File: config.mk
export PLATFORM = sky130hd
export DESIGN_NAME = pcc_config_regs
export DESIGN_NICKNAME = d
export VERILOG_FILES = /design/src/verilog/pcc_pkg.sv /design/src/verilog/pcc_config_regs.sv /design/src/verilog/pcc_sticky_flags.sv /design/src/verilog/pcc_serr_pulse.sv
export SDC_FILE = /design/constraint.sdc
export NUM_CORES = 1
export LEC_CHECK = 0
export BUFFER_PORTS_ARGS = -buffer_cell sky130_fd_sc_hd__buf_2
export CELL_PAD_IN_SITES_DETAIL_PLACEMENT = 0
export CELL_PAD_IN_SITES_GLOBAL_PLACEMENT = 2
export CORE_MARGIN = 4
export CORE_UTILIZATION = 22
export CTS_CLUSTER_SIZE = 12
export DETAILED_ROUTE_END_ITERATION = 12
export PLACE_DENSITY = 0.8
export SLEW_MARGIN = 15
export SYNTH_ARGS = -nofsm -noshare
export SYNTH_HDL_FRONTEND = slang
export SYNTH_SLANG_ARGS = --single-unit
export TNS_END_PERCENT = 20
File: constraint.sdc
create_clock -name ref_clk -period 1.48 [get_ports ref_clk]
set_input_delay 0.37 -clock ref_clk [delete_from_list [all_inputs] [get_ports ref_clk]]
set_output_delay 0.37 -clock ref_clk [all_outputs]
set_load 0.01 [all_outputs]
File: src/verilog/pcc_pkg.sv
// pcc_pkg: offsets, field positions and reset values of the configuration
// command/status and class/revision registers.
// assumes: byte-addressed configuration port, 32-bit data, one PCI clock.
package pcc_pkg;

   // ----------------------------------------------------------------------
   // register offsets (byte addresses)
   // ----------------------------------------------------------------------
   localparam logic [7:0] PCC_CS_OFF = 8'h04;
   localparam logic [7:0] PCC_CR_OFF = 8'h08;

   // ----------------------------------------------------------------------
   // command half, bit positions
   // ----------------------------------------------------------------------
   localparam int PCC_CMD_IO = 0;
   localparam int PCC_CMD_MEM = 1;
   localparam int PCC_CMD_MASTER = 2;
   localparam int PCC_CMD_PERR_RESP = 6;
   localparam int PCC_CMD_SERR_EN = 8;
   localparam logic [15:0] PCC_CMD_WMASK = 16'h0147;
   localparam logic [15:0] PCC_CMD_RESET = 16'h0000;

   // ----------------------------------------------------------------------
   // status half, positions within the full 32-bit word
   // ----------------------------------------------------------------------
   localparam int PCC_STS_FBB = 23;
   localparam int PCC_STS_DPR = 24;
   localparam int PCC_STS_DEVSEL_LO = 25;
   localparam int PCC_STS_DEVSEL_HI = 26;
   localparam int PCC_STS_TABORT = 28;
   localparam int PCC_STS_MABORT = 29;
   localparam int PCC_STS_SIG_SERR = 30;
   localparam int PCC_STS_DET_PERR = 31;
   localparam logic [1:0] PCC_DEVSEL_MEDIUM = 2'h1;
   localparam logic [31:0] PCC_CS_RESET = 32'h02800000;

   // sticky flag vector: index into the packed flag register
   localparam int PCC_NFLAGS = 5;
   localparam int PCC_F_DPR = 0;
   localparam int PCC_F_TABORT = 1;
   localparam int PCC_F_MABORT = 2;
   localparam int PCC_F_SIG_SERR = 3;
   localparam int PCC_F_DET_PERR = 4;
   localparam logic [PCC_NFLAGS-1:0] PCC_FLAGS_RESET = 5'h00;

   // ----------------------------------------------------------------------
   // class/revision field positions
   // ----------------------------------------------------------------------
   localparam int PCC_CR_BASE_LO = 24;
   localparam int PCC_CR_SUB_LO = 16;
   localparam int PCC_CR_REV_LO = 4;
   localparam int PCC_CR_STEP_LO = 0;

   // serr pulse length in PCI clocks
   localparam int PCC_SERR_CYCLES = 1;

endpackage : pcc_pkg

File: src/verilog/pcc_config_regs.sv
// pcc_config_regs: command/status and class/revision configuration registers,
// gating of target claims and bus mastership, parity and system error report.
// assumes: all inputs come from PCI logic on ref_clk; configuration requests
// are one-cycle strobes and are answered one clock later.
`timescale 1ns/1ps
`default_nettype none
// Function
// - device select timing field 26:25 reads fixed 01, writes ignored.
// - data parity report sets on PERR seen, own master cycle, response enabled.
// - status bit 23 always reads one: fast back-to-back capable.
// - command bit 8 set: address-phase parity error asserts system error pin.
// - command bit 6 set: parity error sets host system-error status.
// - command bit 6 clear: no host system error; detected parity status still sets, and bit 8 still drives the system error pin.
// - parity error response enable is cleared by reset.
// - command bit 2 set allows requesting the bus as master.
// - command bit 2 clear: no master transaction is started.
// - memory-space hits claimed only while command bit 1 is set.
// - I/O-space hits claimed only while command bit 0 is set.
// - reset loads command/status with 02800000 hex.
// - class/revision returns base class and subclass constants in upper bytes.
// - class/revision returns fixed revision and step nibbles.
// - writes to class/revision complete but change nothing.
// - status bits keep on read; write one clears, zero leaves.
// - all-zero command half: only configuration accesses answered.
// - reserved locations read zero, writes complete and are discarded.
module pcc_config_regs
   import pcc_pkg::*;
#(
   // arbitrary neutral codes, not those of any real part
   parameter logic [7:0] BASE_CLASS = 8'hA5,
   parameter logic [7:0] SUB_CLASS = 8'h5A,
   parameter logic [3:0] REV_NUM = 4'h3,
   parameter logic [3:0] STEP_NUM = 4'h1
) (
   input wire logic ref_clk,
   input wire logic nrst,
   input wire logic cfg_sel,
   input wire logic cfg_wr,
   input wire logic [7:0] cfg_addr,
   input wire logic [3:0] cfg_be,
   input wire logic [31:0] cfg_wdata,
   output logic [31:0] cfg_rdata,
   output logic cfg_ack,
   input wire logic mem_hit,
   input wire logic io_hit,
   output logic mem_claim,
   output logic io_claim,
   input wire logic master_want,
   output logic bus_req,
   output logic master_en,
   output logic parity_check_en,
   input wire logic addr_par_err,
   input wire logic data_par_err,
   input wire logic perr_seen,
   input wire logic master_owner,
   input wire logic master_abort_evt,
   input wire logic target_abort_evt,
   output logic serr_n_o,
   output logic serr_n_oe,
   output logic host_sys_err_set
);

   // ----------------------------------------------------------------------
   // decode helpers
   // ----------------------------------------------------------------------
   function automatic logic hits_reg(input logic [7:0] addr, input logic [7:0] off);
      hits_reg = (addr[7:2] == off[7:2]);
   endfunction : hits_reg

   // expands byte enables to a bit mask
   function automatic logic [31:0] be_mask(input logic [3:0] be);
      be_mask = {{8{be[3]}}, {8{be[2]}}, {8{be[1]}}, {8{be[0]}}};
   endfunction : be_mask

   // ----------------------------------------------------------------------
   // command register
   // ----------------------------------------------------------------------
   logic [15:0] cmd_reg;
   logic [15:0] cmd_next;
   logic cs_wr;
   logic [31:0] wr_mask;
   logic [31:0] wr_bits;

   always_comb begin
      cs_wr = cfg_sel && cfg_wr && hits_reg(cfg_addr, PCC_CS_OFF);
      wr_mask = be_mask(cfg_be);
      wr_bits = cfg_wdata & wr_mask;
      cmd_next = cmd_reg;
      if (cs_wr) begin
         // only defined enables are writable, the rest stay zero
         cmd_next = (cmd_reg & ~(PCC_CMD_WMASK & wr_mask[15:0]))
                    | (wr_bits[15:0] & PCC_CMD_WMASK);
      end
   end

   always_ff @(posedge ref_clk or negedge nrst) begin
      if (!nrst) begin
         cmd_reg <= PCC_CMD_RESET;
      end else begin
         cmd_reg <= cmd_next;
      end
   end

   // ----------------------------------------------------------------------
   // status flags
   // ----------------------------------------------------------------------
   logic [PCC_NFLAGS-1:0] flag_set;
   logic [PCC_NFLAGS-1:0] flag_clr;
   logic [PCC_NFLAGS-1:0] flags;
   logic serr_fire;

   always_comb begin
      serr_fire = addr_par_err && cmd_reg[PCC_CMD_SERR_EN];
      flag_set = '0;
      flag_set[PCC_F_DPR] = perr_seen && master_owner
                            && cmd_reg[PCC_CMD_PERR_RESP];
      flag_set[PCC_F_TABORT] = target_abort_evt;
      flag_set[PCC_F_MABORT] = master_abort_evt;
      flag_set[PCC_F_SIG_SERR] = serr_fire;
      // detected parity is recorded even with response disabled
      flag_set[PCC_F_DET_PERR] = addr_par_err || data_par_err;
      flag_clr = '0;
      if (cs_wr) begin
         flag_clr[PCC_F_DPR] = wr_bits[PCC_STS_DPR];
         flag_clr[PCC_F_TABORT] = wr_bits[PCC_STS_TABORT];
         flag_clr[PCC_F_MABORT] = wr_bits[PCC_STS_MABORT];
         flag_clr[PCC_F_SIG_SERR] = wr_bits[PCC_STS_SIG_SERR];
         flag_clr[PCC_F_DET_PERR] = wr_bits[PCC_STS_DET_PERR];
      end
   end

   pcc_sticky_flags #(
      .W(PCC_NFLAGS)
   ) u_flags (
      .ref_clk(ref_clk),
      .nrst(nrst),
      .set_in(flag_set),
      .clr_in(flag_clr),
      .flags(flags)
   );

   pcc_serr_pulse #(
      .CYCLES(PCC_SERR_CYCLES)
   ) u_serr (
      .ref_clk(ref_clk),
      .nrst(nrst),
      .trigger(serr_fire),
      .serr_n_o(serr_n_o),
      .serr_n_oe(serr_n_oe)
   );

   // ----------------------------------------------------------------------
   // read views
   // ----------------------------------------------------------------------
   logic [31:0] cs_view;
   logic [31:0] cr_view;

   always_comb begin
      cs_view = '0;
      cs_view[15:0] = cmd_reg;
      cs_view[PCC_STS_DEVSEL_HI:PCC_STS_DEVSEL_LO] = PCC_DEVSEL_MEDIUM;
      cs_view[PCC_STS_FBB] = 1'b1;
      cs_view[PCC_STS_DPR] = flags[PCC_F_DPR];
      cs_view[PCC_STS_TABORT] = flags[PCC_F_TABORT];
      cs_view[PCC_STS_MABORT] = flags[PCC_F_MABORT];
      cs_view[PCC_STS_SIG_SERR] = flags[PCC_F_SIG_SERR];
      cs_view[PCC_STS_DET_PERR] = flags[PCC_F_DET_PERR];
      cr_view = '0;
      cr_view[PCC_CR_BASE_LO +: 8] = BASE_CLASS;
      cr_view[PCC_CR_SUB_LO +: 8] = SUB_CLASS;
      cr_view[PCC_CR_REV_LO +: 4] = REV_NUM;
      cr_view[PCC_CR_STEP_LO +: 4] = STEP_NUM;
   end

   // ----------------------------------------------------------------------
   // configuration answer and gated outputs
   // ----------------------------------------------------------------------
   logic [31:0] rdata_reg;
   logic [31:0] rdata_next;
   logic ack_reg;
   logic ack_next;
   logic mem_claim_reg;
   logic mem_claim_next;
   logic io_claim_reg;
   logic io_claim_next;
   logic bus_req_reg;
   logic bus_req_next;
   logic hse_reg;
   logic hse_next;

   always_comb begin
      ack_next = cfg_sel;
      rdata_next = '0;
      if (cfg_sel && !cfg_wr) begin
         // write to class/revision falls through: nothing stores it
         if (hits_reg(cfg_addr, PCC_CS_OFF)) begin
            rdata_next = cs_view & be_mask(cfg_be);
         end else if (hits_reg(cfg_addr, PCC_CR_OFF)) begin
            rdata_next = cr_view & be_mask(cfg_be);
         end else begin
            rdata_next = '0;
         end
      end
      // all-zero command leaves only configuration traffic
      mem_claim_next = mem_hit && cmd_reg[PCC_CMD_MEM];
      io_claim_next = io_hit && cmd_reg[PCC_CMD_IO];
      bus_req_next = master_want && cmd_reg[PCC_CMD_MASTER];
      hse_next = (addr_par_err || data_par_err)
                 && cmd_reg[PCC_CMD_PERR_RESP];
   end

   always_ff @(posedge ref_clk or negedge nrst) begin
      if (!nrst) begin
         rdata_reg <= '0;
         ack_reg <= 1'b0;
         mem_claim_reg <= 1'b0;
         io_claim_reg <= 1'b0;
         bus_req_reg <= 1'b0;
         hse_reg <= 1'b0;
      end else begin
         rdata_reg <= rdata_next;
         ack_reg <= ack_next;
         mem_claim_reg <= mem_claim_next;
         io_claim_reg <= io_claim_next;
         bus_req_reg <= bus_req_next;
         hse_reg <= hse_next;
      end
   end

   // enables are exported from the command flops themselves
   assign cfg_rdata = rdata_reg;
   assign cfg_ack = ack_reg;
   assign mem_claim = mem_claim_reg;
   assign io_claim = io_claim_reg;
   assign bus_req = bus_req_reg;
   assign master_en = cmd_reg[PCC_CMD_MASTER];
   assign parity_check_en = cmd_reg[PCC_CMD_PERR_RESP];
   assign host_sys_err_set = hse_reg;
endmodule : pcc_config_regs
`default_nettype wire

File: src/verilog/pcc_sticky_flags.sv
// pcc_sticky_flags: vector of sticky status flags, write-one-to-clear.
// assumes: set and clear are same-clock pulses; set wins over clear.
`timescale 1ns/1ps
`default_nettype none
module pcc_sticky_flags
   import pcc_pkg::*;
#(
   parameter int W = PCC_NFLAGS
) (
   input wire logic ref_clk,
   input wire logic nrst,
   input wire logic [W-1:0] set_in,
   input wire logic [W-1:0] clr_in,
   output logic [W-1:0] flags
);

   logic [W-1:0] flags_reg;
   logic [W-1:0] flags_next;

   // set after clear so a coincident event is kept
   always_comb begin
      flags_next = (flags_reg & ~clr_in) | set_in;
   end

   always_ff @(posedge ref_clk or negedge nrst) begin
      if (!nrst) begin
         flags_reg <= W'(PCC_FLAGS_RESET);
      end else begin
         flags_reg <= flags_next;
      end
   end

   assign flags = flags_reg;

endmodule : pcc_sticky_flags
`default_nettype wire

File: src/verilog/pcc_serr_pulse.sv
// pcc_serr_pulse: drives the open-drain system error pin for a fixed pulse.
// assumes: trigger is a same-clock pulse; the bench resolves the wire.
`timescale 1ns/1ps
`default_nettype none
module pcc_serr_pulse
   import pcc_pkg::*;
#(
   parameter int CYCLES = PCC_SERR_CYCLES
) (
   input wire logic ref_clk,
   input wire logic nrst,
   input wire logic trigger,
   output logic serr_n_o,
   output logic serr_n_oe
);

   logic [7:0] cnt_reg;
   logic [7:0] cnt_next;
   logic oe_reg;
   logic oe_next;

   always_comb begin
      cnt_next = cnt_reg;
      oe_next = 1'b0;
      if (trigger) begin
         cnt_next = 8'(CYCLES - 1);
         oe_next = 1'b1;
      end else if (cnt_reg != 8'h00) begin
         cnt_next = cnt_reg - 8'h01;
         oe_next = 1'b1;
      end
   end

   always_ff @(posedge ref_clk or negedge nrst) begin
      if (!nrst) begin
         cnt_reg <= 8'h00;
         oe_reg <= 1'b0;
      end else begin
         cnt_reg <= cnt_next;
         oe_reg <= oe_next;
      end
   end

   // open drain: only ever pulls low
   assign serr_n_o = 1'b0;
   assign serr_n_oe = oe_reg;

endmodule : pcc_serr_pulse
`default_nettype wire

Yosys cells after proc, flatten, opt, wreduce, memory -nomap -nowiden
Cells that the tools add are included. W data, S select, Z words.

Add/subtract/negate cells: 1. $mul: 0. Div/mod/pow operators: 0. Magnitude comparators: 0. Eq/ne operators: 2. Shift-type cells: 0. Muxes and demuxes: 8. Bitwise logic cells: 8. Reduce and logical (&&, ||, !) cells: 14.

Operators with widths (count): $mux W32 (3); $and A32 B32 Y32 (2); $and A16 B16 Y16 (1); $mux W8 (2); $not A9 Y16 (1); $or A16 B9 Y16 (1); $logic_and A1 B1 Y1 (10); $reduce_bool A8 Y1 (1); $sub A8 B1 Y8 const B (1); $eq A6 B1 Y1 const B (1); $eq A6 B2 Y1 const B (1); $and A5 B5 Y5 (1); $mux W5 (1); $not A5 Y5 (1); $or A5 B5 Y5 (1); $mux W1 (2); $reduce_bool A2 Y1 (1); $logic_not A1 Y1 (1); $logic_or A1 B1 Y1 (1).

Register bits after elaboration: 67. Bits in latches: 0. Bits in writable memories: 0. Memory bits (read-only): 0. Input bits: 57. Output and inout port bits: 41. Logic and storage cells: 43. Memories: 0.

Longest topological paths before layout
Word-level depth: 6. Depth in mapped cells: 5. Depth with buffers taken out: 5.

Modules after synthesis
Synthesis repeated with hierarchy kept, for this count alone.

Cell total of the unflattened synthesis: 164. Area, all modules: 1795.5 µm².

By module, submodules not included: pcc_config_regs (instances 1, cells an instance 97, area an instance 1109.8 µm², sequential area each 625.6 µm²); pcc_serr_pulse (instances 1, cells an instance 52, area an instance 504.2 µm², sequential area each 225.2 µm²); pcc_sticky_flags (instances 1, cells an instance 15, area an instance 181.4 µm², sequential area each 125.1 µm²).

Least setup slack after synthesis
OpenSTA, ideal clock, no wires.

Kind: flip-flop to flip-flop. Start point: register u_serr.cnt_reg[3]. End point: register u_serr.cnt_reg[6]. Setup time: 0.077 ns. Data arrival time: 1.565 ns. Required time: 1.403 ns. Path slack: -0.162 ns. Cell stages (with the launch flop): 4. Path buffers: 0. Clock period less this slack: 1.642 ns. Cell sequence: dfrtp_1 -> or4_4 -> or4_1 -> a21oi_1.

Word-level cells in the longest chain between the ends: 3. Elaborated cells on any way between the ends: 5. Those cells by class: add/sub (1); mux (2); reduce/logical (2).

RTL lines: start, declared (RTL line pcc_serr_pulse.sv:17) `logic [7:0] cnt_reg;`; start signal, assigned (RTL line pcc_serr_pulse.sv:39) `cnt_reg <= cnt_next;`; $sub A8 B1 Y8 (RTL line pcc_serr_pulse.sv:29) `cnt_next = cnt_reg - 8'h01;`; $mux W8 (RTL line pcc_serr_pulse.sv:28) `end else if (cnt_reg != 8'h00) begin`; $mux W8 (RTL line pcc_serr_pulse.sv:25) `if (trigger) begin`.

Several ways; a longest one is shown, not always the timed one. The select of a mux whose other input is x is not followed. A chain may end at the register's enable or synchronous reset.

Worst setup path in the final report
Start point: register u_serr.cnt_reg[5]. End point: register u_serr.cnt_reg[6].

Same word-level chain as after synthesis.

==> flow_summary.html <==
<table>
<tr><th>Metric</th><th>Value</th></tr>
<tr><th colspan="2">Power and ir drop</th></tr>
<tr><td>Proportion of power drawn by combinational gates</td><td>36.9%</td></tr>
<tr><td>Part of the total power dissipated in the clock network</td><td>21.0%</td></tr>
<tr><td>Leakage</td><td>1.22 nW</td></tr>
<tr><td>Cell-internal power</td><td>2.15 mW</td></tr>
<tr><td>Power per unit of standard cell area</td><td>approximately 1300 nW/um^2</td></tr>
<tr><td>Power, Total</td><td>~3.1 mW</td></tr>
<tr><td>Peak VDD IR</td><td>0.410 mV</td></tr>
<tr><td>Switching Power</td><td>927 uW</td></tr>
<tr><td>Register share of total power</td><td>a little over two fifths</td></tr>
<tr><td>Net Sw Frac</td><td>a little under a third</td></tr>
<tr><th colspan="2">Global routing</th></tr>
<tr><td>Global-route usage over all layers</td><td>about 9.2%</td></tr>
<tr><td>Pin count of the biggest net entering global routing</td><td>24</td></tr>
<tr><td>Vias in the first global route</td><td>1,463</td></tr>
<tr><td>Initial antenna violation count</td><td>0</td></tr>
<tr><td>First-pass GRT wire length</td><td>between 7000 and 8000 um</td></tr>
<tr><td>GRT overflow</td><td>0</td></tr>
<tr><th colspan="2">Yosys</th></tr>
<tr><td>EDFF count, synth</td><td>0</td></tr>
<tr><td>Synthesized area</td><td>1730 um^2</td></tr>
<tr><td>Netlist cell types</td><td>40</td></tr>
<tr><td>Gate count of the mapped netlist</td><td>~160</td></tr>
<tr><td>Count of yosys warnings during synthesis</td><td>0</td></tr>
<tr><td>Dominant synthesized flop cell</td><td>sky130_fd_sc_hd__dfrtp_1</td></tr>
<tr><td>Number of synthesized register bits</td><td>39</td></tr>
<tr><td>Ys async rst share</td><td>100%</td></tr>
<tr><td>Share of the yosys chip area belonging to registers</td><td>56.5%</td></tr>
<tr><td>Mean post-synth cell area</td><td>11.1 um^2</td></tr>
<tr><th colspan="2">Critical path</th></tr>
<tr><td>Worst path max stage delay</td><td>550 ps</td></tr>
<tr><td>CP Data Required Time</td><td>roughly 1700 ps</td></tr>
<tr><td>Depth of the worst register-to-register path</td><td>3</td></tr>
<tr><td>Slowest stage cell, crit path</td><td>sky130_fd_sc_hd__or4_4</td></tr>
<tr><td>Kind of launch point of the worst setup path</td><td>register</td></tr>
<tr><td>Start-to-end type of the worst setup path</td><td>register to register</td></tr>
<tr><td>Critical Path AT</td><td>1820 ps</td></tr>
<tr><td>Max Fanout on Critical Path</td><td>3</td></tr>
<tr><td>CP cell instances</td><td>or4_4 &gt; or4_1 &gt; a21oi_1</td></tr>
<tr><td>Kind of capture point of the worst setup path</td><td>register</td></tr>
<tr><th colspan="2">Timing</th></tr>
<tr><td>Achievable clock frequency</td><td>roughly 620 MHz</td></tr>
<tr><td>Worst-case clock skew</td><td>9.10 ps</td></tr>
<tr><td>Setup-violating endpoint count in the final report</td><td>5</td></tr>
<tr><td>Final setup slack of the worst path</td><td>-123 ps</td></tr>
<tr><td>Final worst path period need</td><td>1600 ps</td></tr>
<tr><td>Unrepaired setup endpoints after global routing</td><td>true</td></tr>
<tr><td>Number of hold violations in the final report</td><td>0</td></tr>
<tr><td>Max Transition Viols Final</td><td>0</td></tr>
<tr><td>Period utilisation layout</td><td>108%</td></tr>
<tr><th colspan="2">Worst hold path</th></tr>
<tr><td>Type of the most critical hold path</td><td>input pin to asynchronous set/reset pin</td></tr>
<tr><th colspan="2">Clocking</th></tr>
<tr><td>Clock Sinks</td><td>39</td></tr>
<tr><td>Clock buffers created by TritonCTS</td><td>5</td></tr>
<tr><td>Clock edge transition at the registers on the reported setup and hold paths</td><td>70 ps</td></tr>
<tr><td>TritonCTS clock tree</td><td>yes</td></tr>
<tr><td>Clock Tree Root</td><td>sky130_fd_sc_hd__clkbuf_8</td></tr>
<tr><td>CTS H-tree lvls</td><td>2</td></tr>
<tr><td>Total of hold buffers inserted after clock tree synthesis</td><td>0</td></tr>
<tr><td>Clk buf depth</td><td>2</td></tr>
<tr><td>Latest clock arrival within the worst-skew pair</td><td>280 ps</td></tr>
<tr><th colspan="2">Run status</th></tr>
<tr><td>Failing checks</td><td>setup timing</td></tr>
<tr><td>Run status</td><td>finished with violations</td></tr>
<tr><th colspan="2">Routing</th></tr>
<tr><td>DRT antenna net count</td><td>0</td></tr>
<tr><td>Routed length per instance</td><td>between 10 and 15 um</td></tr>
<tr><td>DRC errors left</td><td>0</td></tr>
<tr><td>First-pass iteration count of the detailed router</td><td>4</td></tr>
<tr><td>Via density per instance</td><td>4.05</td></tr>
<tr><td>Violation count after the first detailed-routing iteration</td><td>72</td></tr>
<tr><td>Via count of the routed design</td><td>~1,400</td></tr>
<tr><td>Wire length reported by the detailed router</td><td>about 4200 um</td></tr>
<tr><th colspan="2">Placement</th></tr>
<tr><td>Area post-placement</td><td>2270 um^2</td></tr>
<tr><td>DP Worst Slack</td><td>-151 ps</td></tr>
<tr><td>Port buffer count</td><td>59</td></tr>
<tr><td>Detailed-placement wirelength estimate</td><td>approximately 3300 um</td></tr>
<tr><td>Routability Congestion</td><td>between 0.8 and 0.9</td></tr>
<tr><th colspan="2">Layout</th></tr>
<tr><td>Most frequent standard cell in the layout excluding fill and tap cells</td><td>sky130_fd_sc_hd__buf_2</td></tr>
<tr><td>Count of filler cells inserted in the layout</td><td>around 840</td></tr>
<tr><td>Final net count</td><td>298</td></tr>
<tr><td>Area overhead of the layout relative to synthesis</td><td>37.9%</td></tr>
<tr><td>Layout cell share with drive strength beyond 1</td><td>about 44%</td></tr>
<tr><td>Diode insertion count for antenna repair</td><td>0</td></tr>
<tr><td>Area of combinational cells with multiple inputs</td><td>677 um^2</td></tr>
<tr><td>Commonest cells after routing, fill and taps aside</td><td>59 x sky130_fd_sc_hd__buf_2, 39 x sky130_fd_sc_hd__dfrtp_1, 22 x sky130_fd_sc_hd__buf_4, 14 x sky130_fd_sc_hd__conb_1, 9 x sky130_fd_sc_hd__nand2_1</td></tr>
<tr><td>Finished layout cell area</td><td>2380 um^2</td></tr>
<tr><td>Area taken by flip-flops and latches</td><td>976 um^2</td></tr>
<tr><th colspan="2">Die</th></tr>
<tr><td>I/O pin count</td><td>98</td></tr>
<tr><td>Core region area</td><td>slightly below 8000 um^2</td></tr>
<tr><td>Site row count</td><td>32</td></tr>
<tr><td>Chip Width</td><td>about 97 um</td></tr>
<tr><td>Die boundary height</td><td>96.6 um</td></tr>
<tr><td>Effective utilization at floorplan</td><td>22.5%</td></tr>
<tr><td>Full die area</td><td>9340 um^2</td></tr>
<tr><th colspan="2">Run</th></tr>
<tr><td>Max-cap check violation count</td><td>0</td></tr>
</table>
-- what timing repair did --
| action | CTS | global route |
|---|---|---|
| pin swaps | 2 | 2 |
| setup buffers | 0 | 0 |
| setup endpoints to repair | 6 | 8 |
| gates resized for setup | 6 | 2 |
-- power by group through the flow --
stage	registers, mW	logic (mW)	clock network (mW)
final	1.29	1.14	0.646
after global placement	1.31	0.999	0
after floorplan	1.32	0.511	0
after CTS	1.29	1.11	0.673
after detailed placement	1.31	1.02	0
after global routing	1.31	1.27	0.736
-- layout make-up --
cell class	instances	area share, %
repair buffers	84	21.5
clock buffers	6	3.04
flip-flops and latches	39	40.9
multi-input cells	104	28.4
well taps	102	5.35
inverters	5	0.787
-- through the flow --
| stage | util [%] | TNS (ps) | std cells | hold slack, ps |
|---|---|---|---|---|
| after detailed placement | 29.6 | -909 | 334 | 324 |
| after global placement | 29.6 | -827 | 334 | 324 |
| after global routing | 31.0 | -714 | 340 | 29.9 |
| after CTS | 30.9 | -388 | 340 | 15.1 |
| after floorplan | - | -254 | 168 | 74.4 |
| final | 31.0 | -336 | 340 | 12.3 |
-- synthesized netlist by cell type (2+ instances only) --
library cell	number	area share [%]
sky130_fd_sc_hd__mux2i_1	2	1.2
sky130_fd_sc_hd__nor3_1	4	1.2
sky130_fd_sc_hd__nand2b_1	2	0.72
sky130_fd_sc_hd__nor2_1	7	1.5
sky130_fd_sc_hd__a211o_1	2	1.0
sky130_fd_sc_hd__nand3_1	8	2.3
sky130_fd_sc_hd__a21oi_1	9	2.6
sky130_fd_sc_hd__dfrtp_1	39	56
sky130_fd_sc_hd__nor4_1	2	0.72
sky130_fd_sc_hd__ha_1	2	1.4
sky130_fd_sc_hd__buf_4	18	7.8
sky130_fd_sc_hd__a21o_1	2	0.87
sky130_fd_sc_hd__nand2_1	9	2.0
sky130_fd_sc_hd__o21ai_0	4	1.2
sky130_fd_sc_hd__nor2b_1	2	0.72
sky130_fd_sc_hd__nand4_1	4	1.4
sky130_fd_sc_hd__and2_1	6	2.2
sky130_fd_sc_hd__inv_1	5	1.1
sky130_fd_sc_hd__and3_1	3	1.1
sky130_fd_sc_hd__mux2_2	5	3.3
-- layer usage --
layer | vias to the layer above | wire, um | track usage [%]
met4 | 0 | 48 | 2.92
met5 | - | 0 | 0
met3 | 5 | 295 | 2.67
met1 | 635 | 1840 | 12.0
met2 | 48 | 1980 | 14.8
li1 | 688 | - | -
-- kinds of logic after synthesis --
| group | synth area share, % |
|---|---|
| flops | 56.5 |
| compound gates | 9.41 |
| buf+inv | 9.41 |
| fa+ha+maj | 1.45 |
| simple gates | 18.6 |
| other cells | 0.217 |
| mux | 4.42 |
-- worst max-delay path: cells and delay by family (launching register included) --
family             cells  cell delay, ps
and+or+nand+nor        2            1020
DFF                    1             390
AOI/OAI and AO/OA      1             130
-- worst paths after layout --
check                                                    from  slack [ps]                            end
worst max-delay path            u_serr.cnt_reg[5]$_DFFE_PN0P_        -120  u_serr.cnt_reg[6]$_DFFE_PN0P_
worst min-delay path                                     nrst          10     asynchronous set/reset pin
worst max register to register  u_serr.cnt_reg[5]$_DFFE_PN0P_        -120  u_serr.cnt_reg[6]$_DFFE_PN0P_
worst min register to register     u_flags.flags[1]$_DFF_PN0_         480     u_flags.flags[1]$_DFF_PN0_
max in group asynchronous                                nrst        1010  u_serr.cnt_reg[4]$_DFFE_PN0P_
min in group ref_clk                                  cfg_sel         210              cfg_ack$_DFF_PN0_
(Power assumes the default switching activity.)
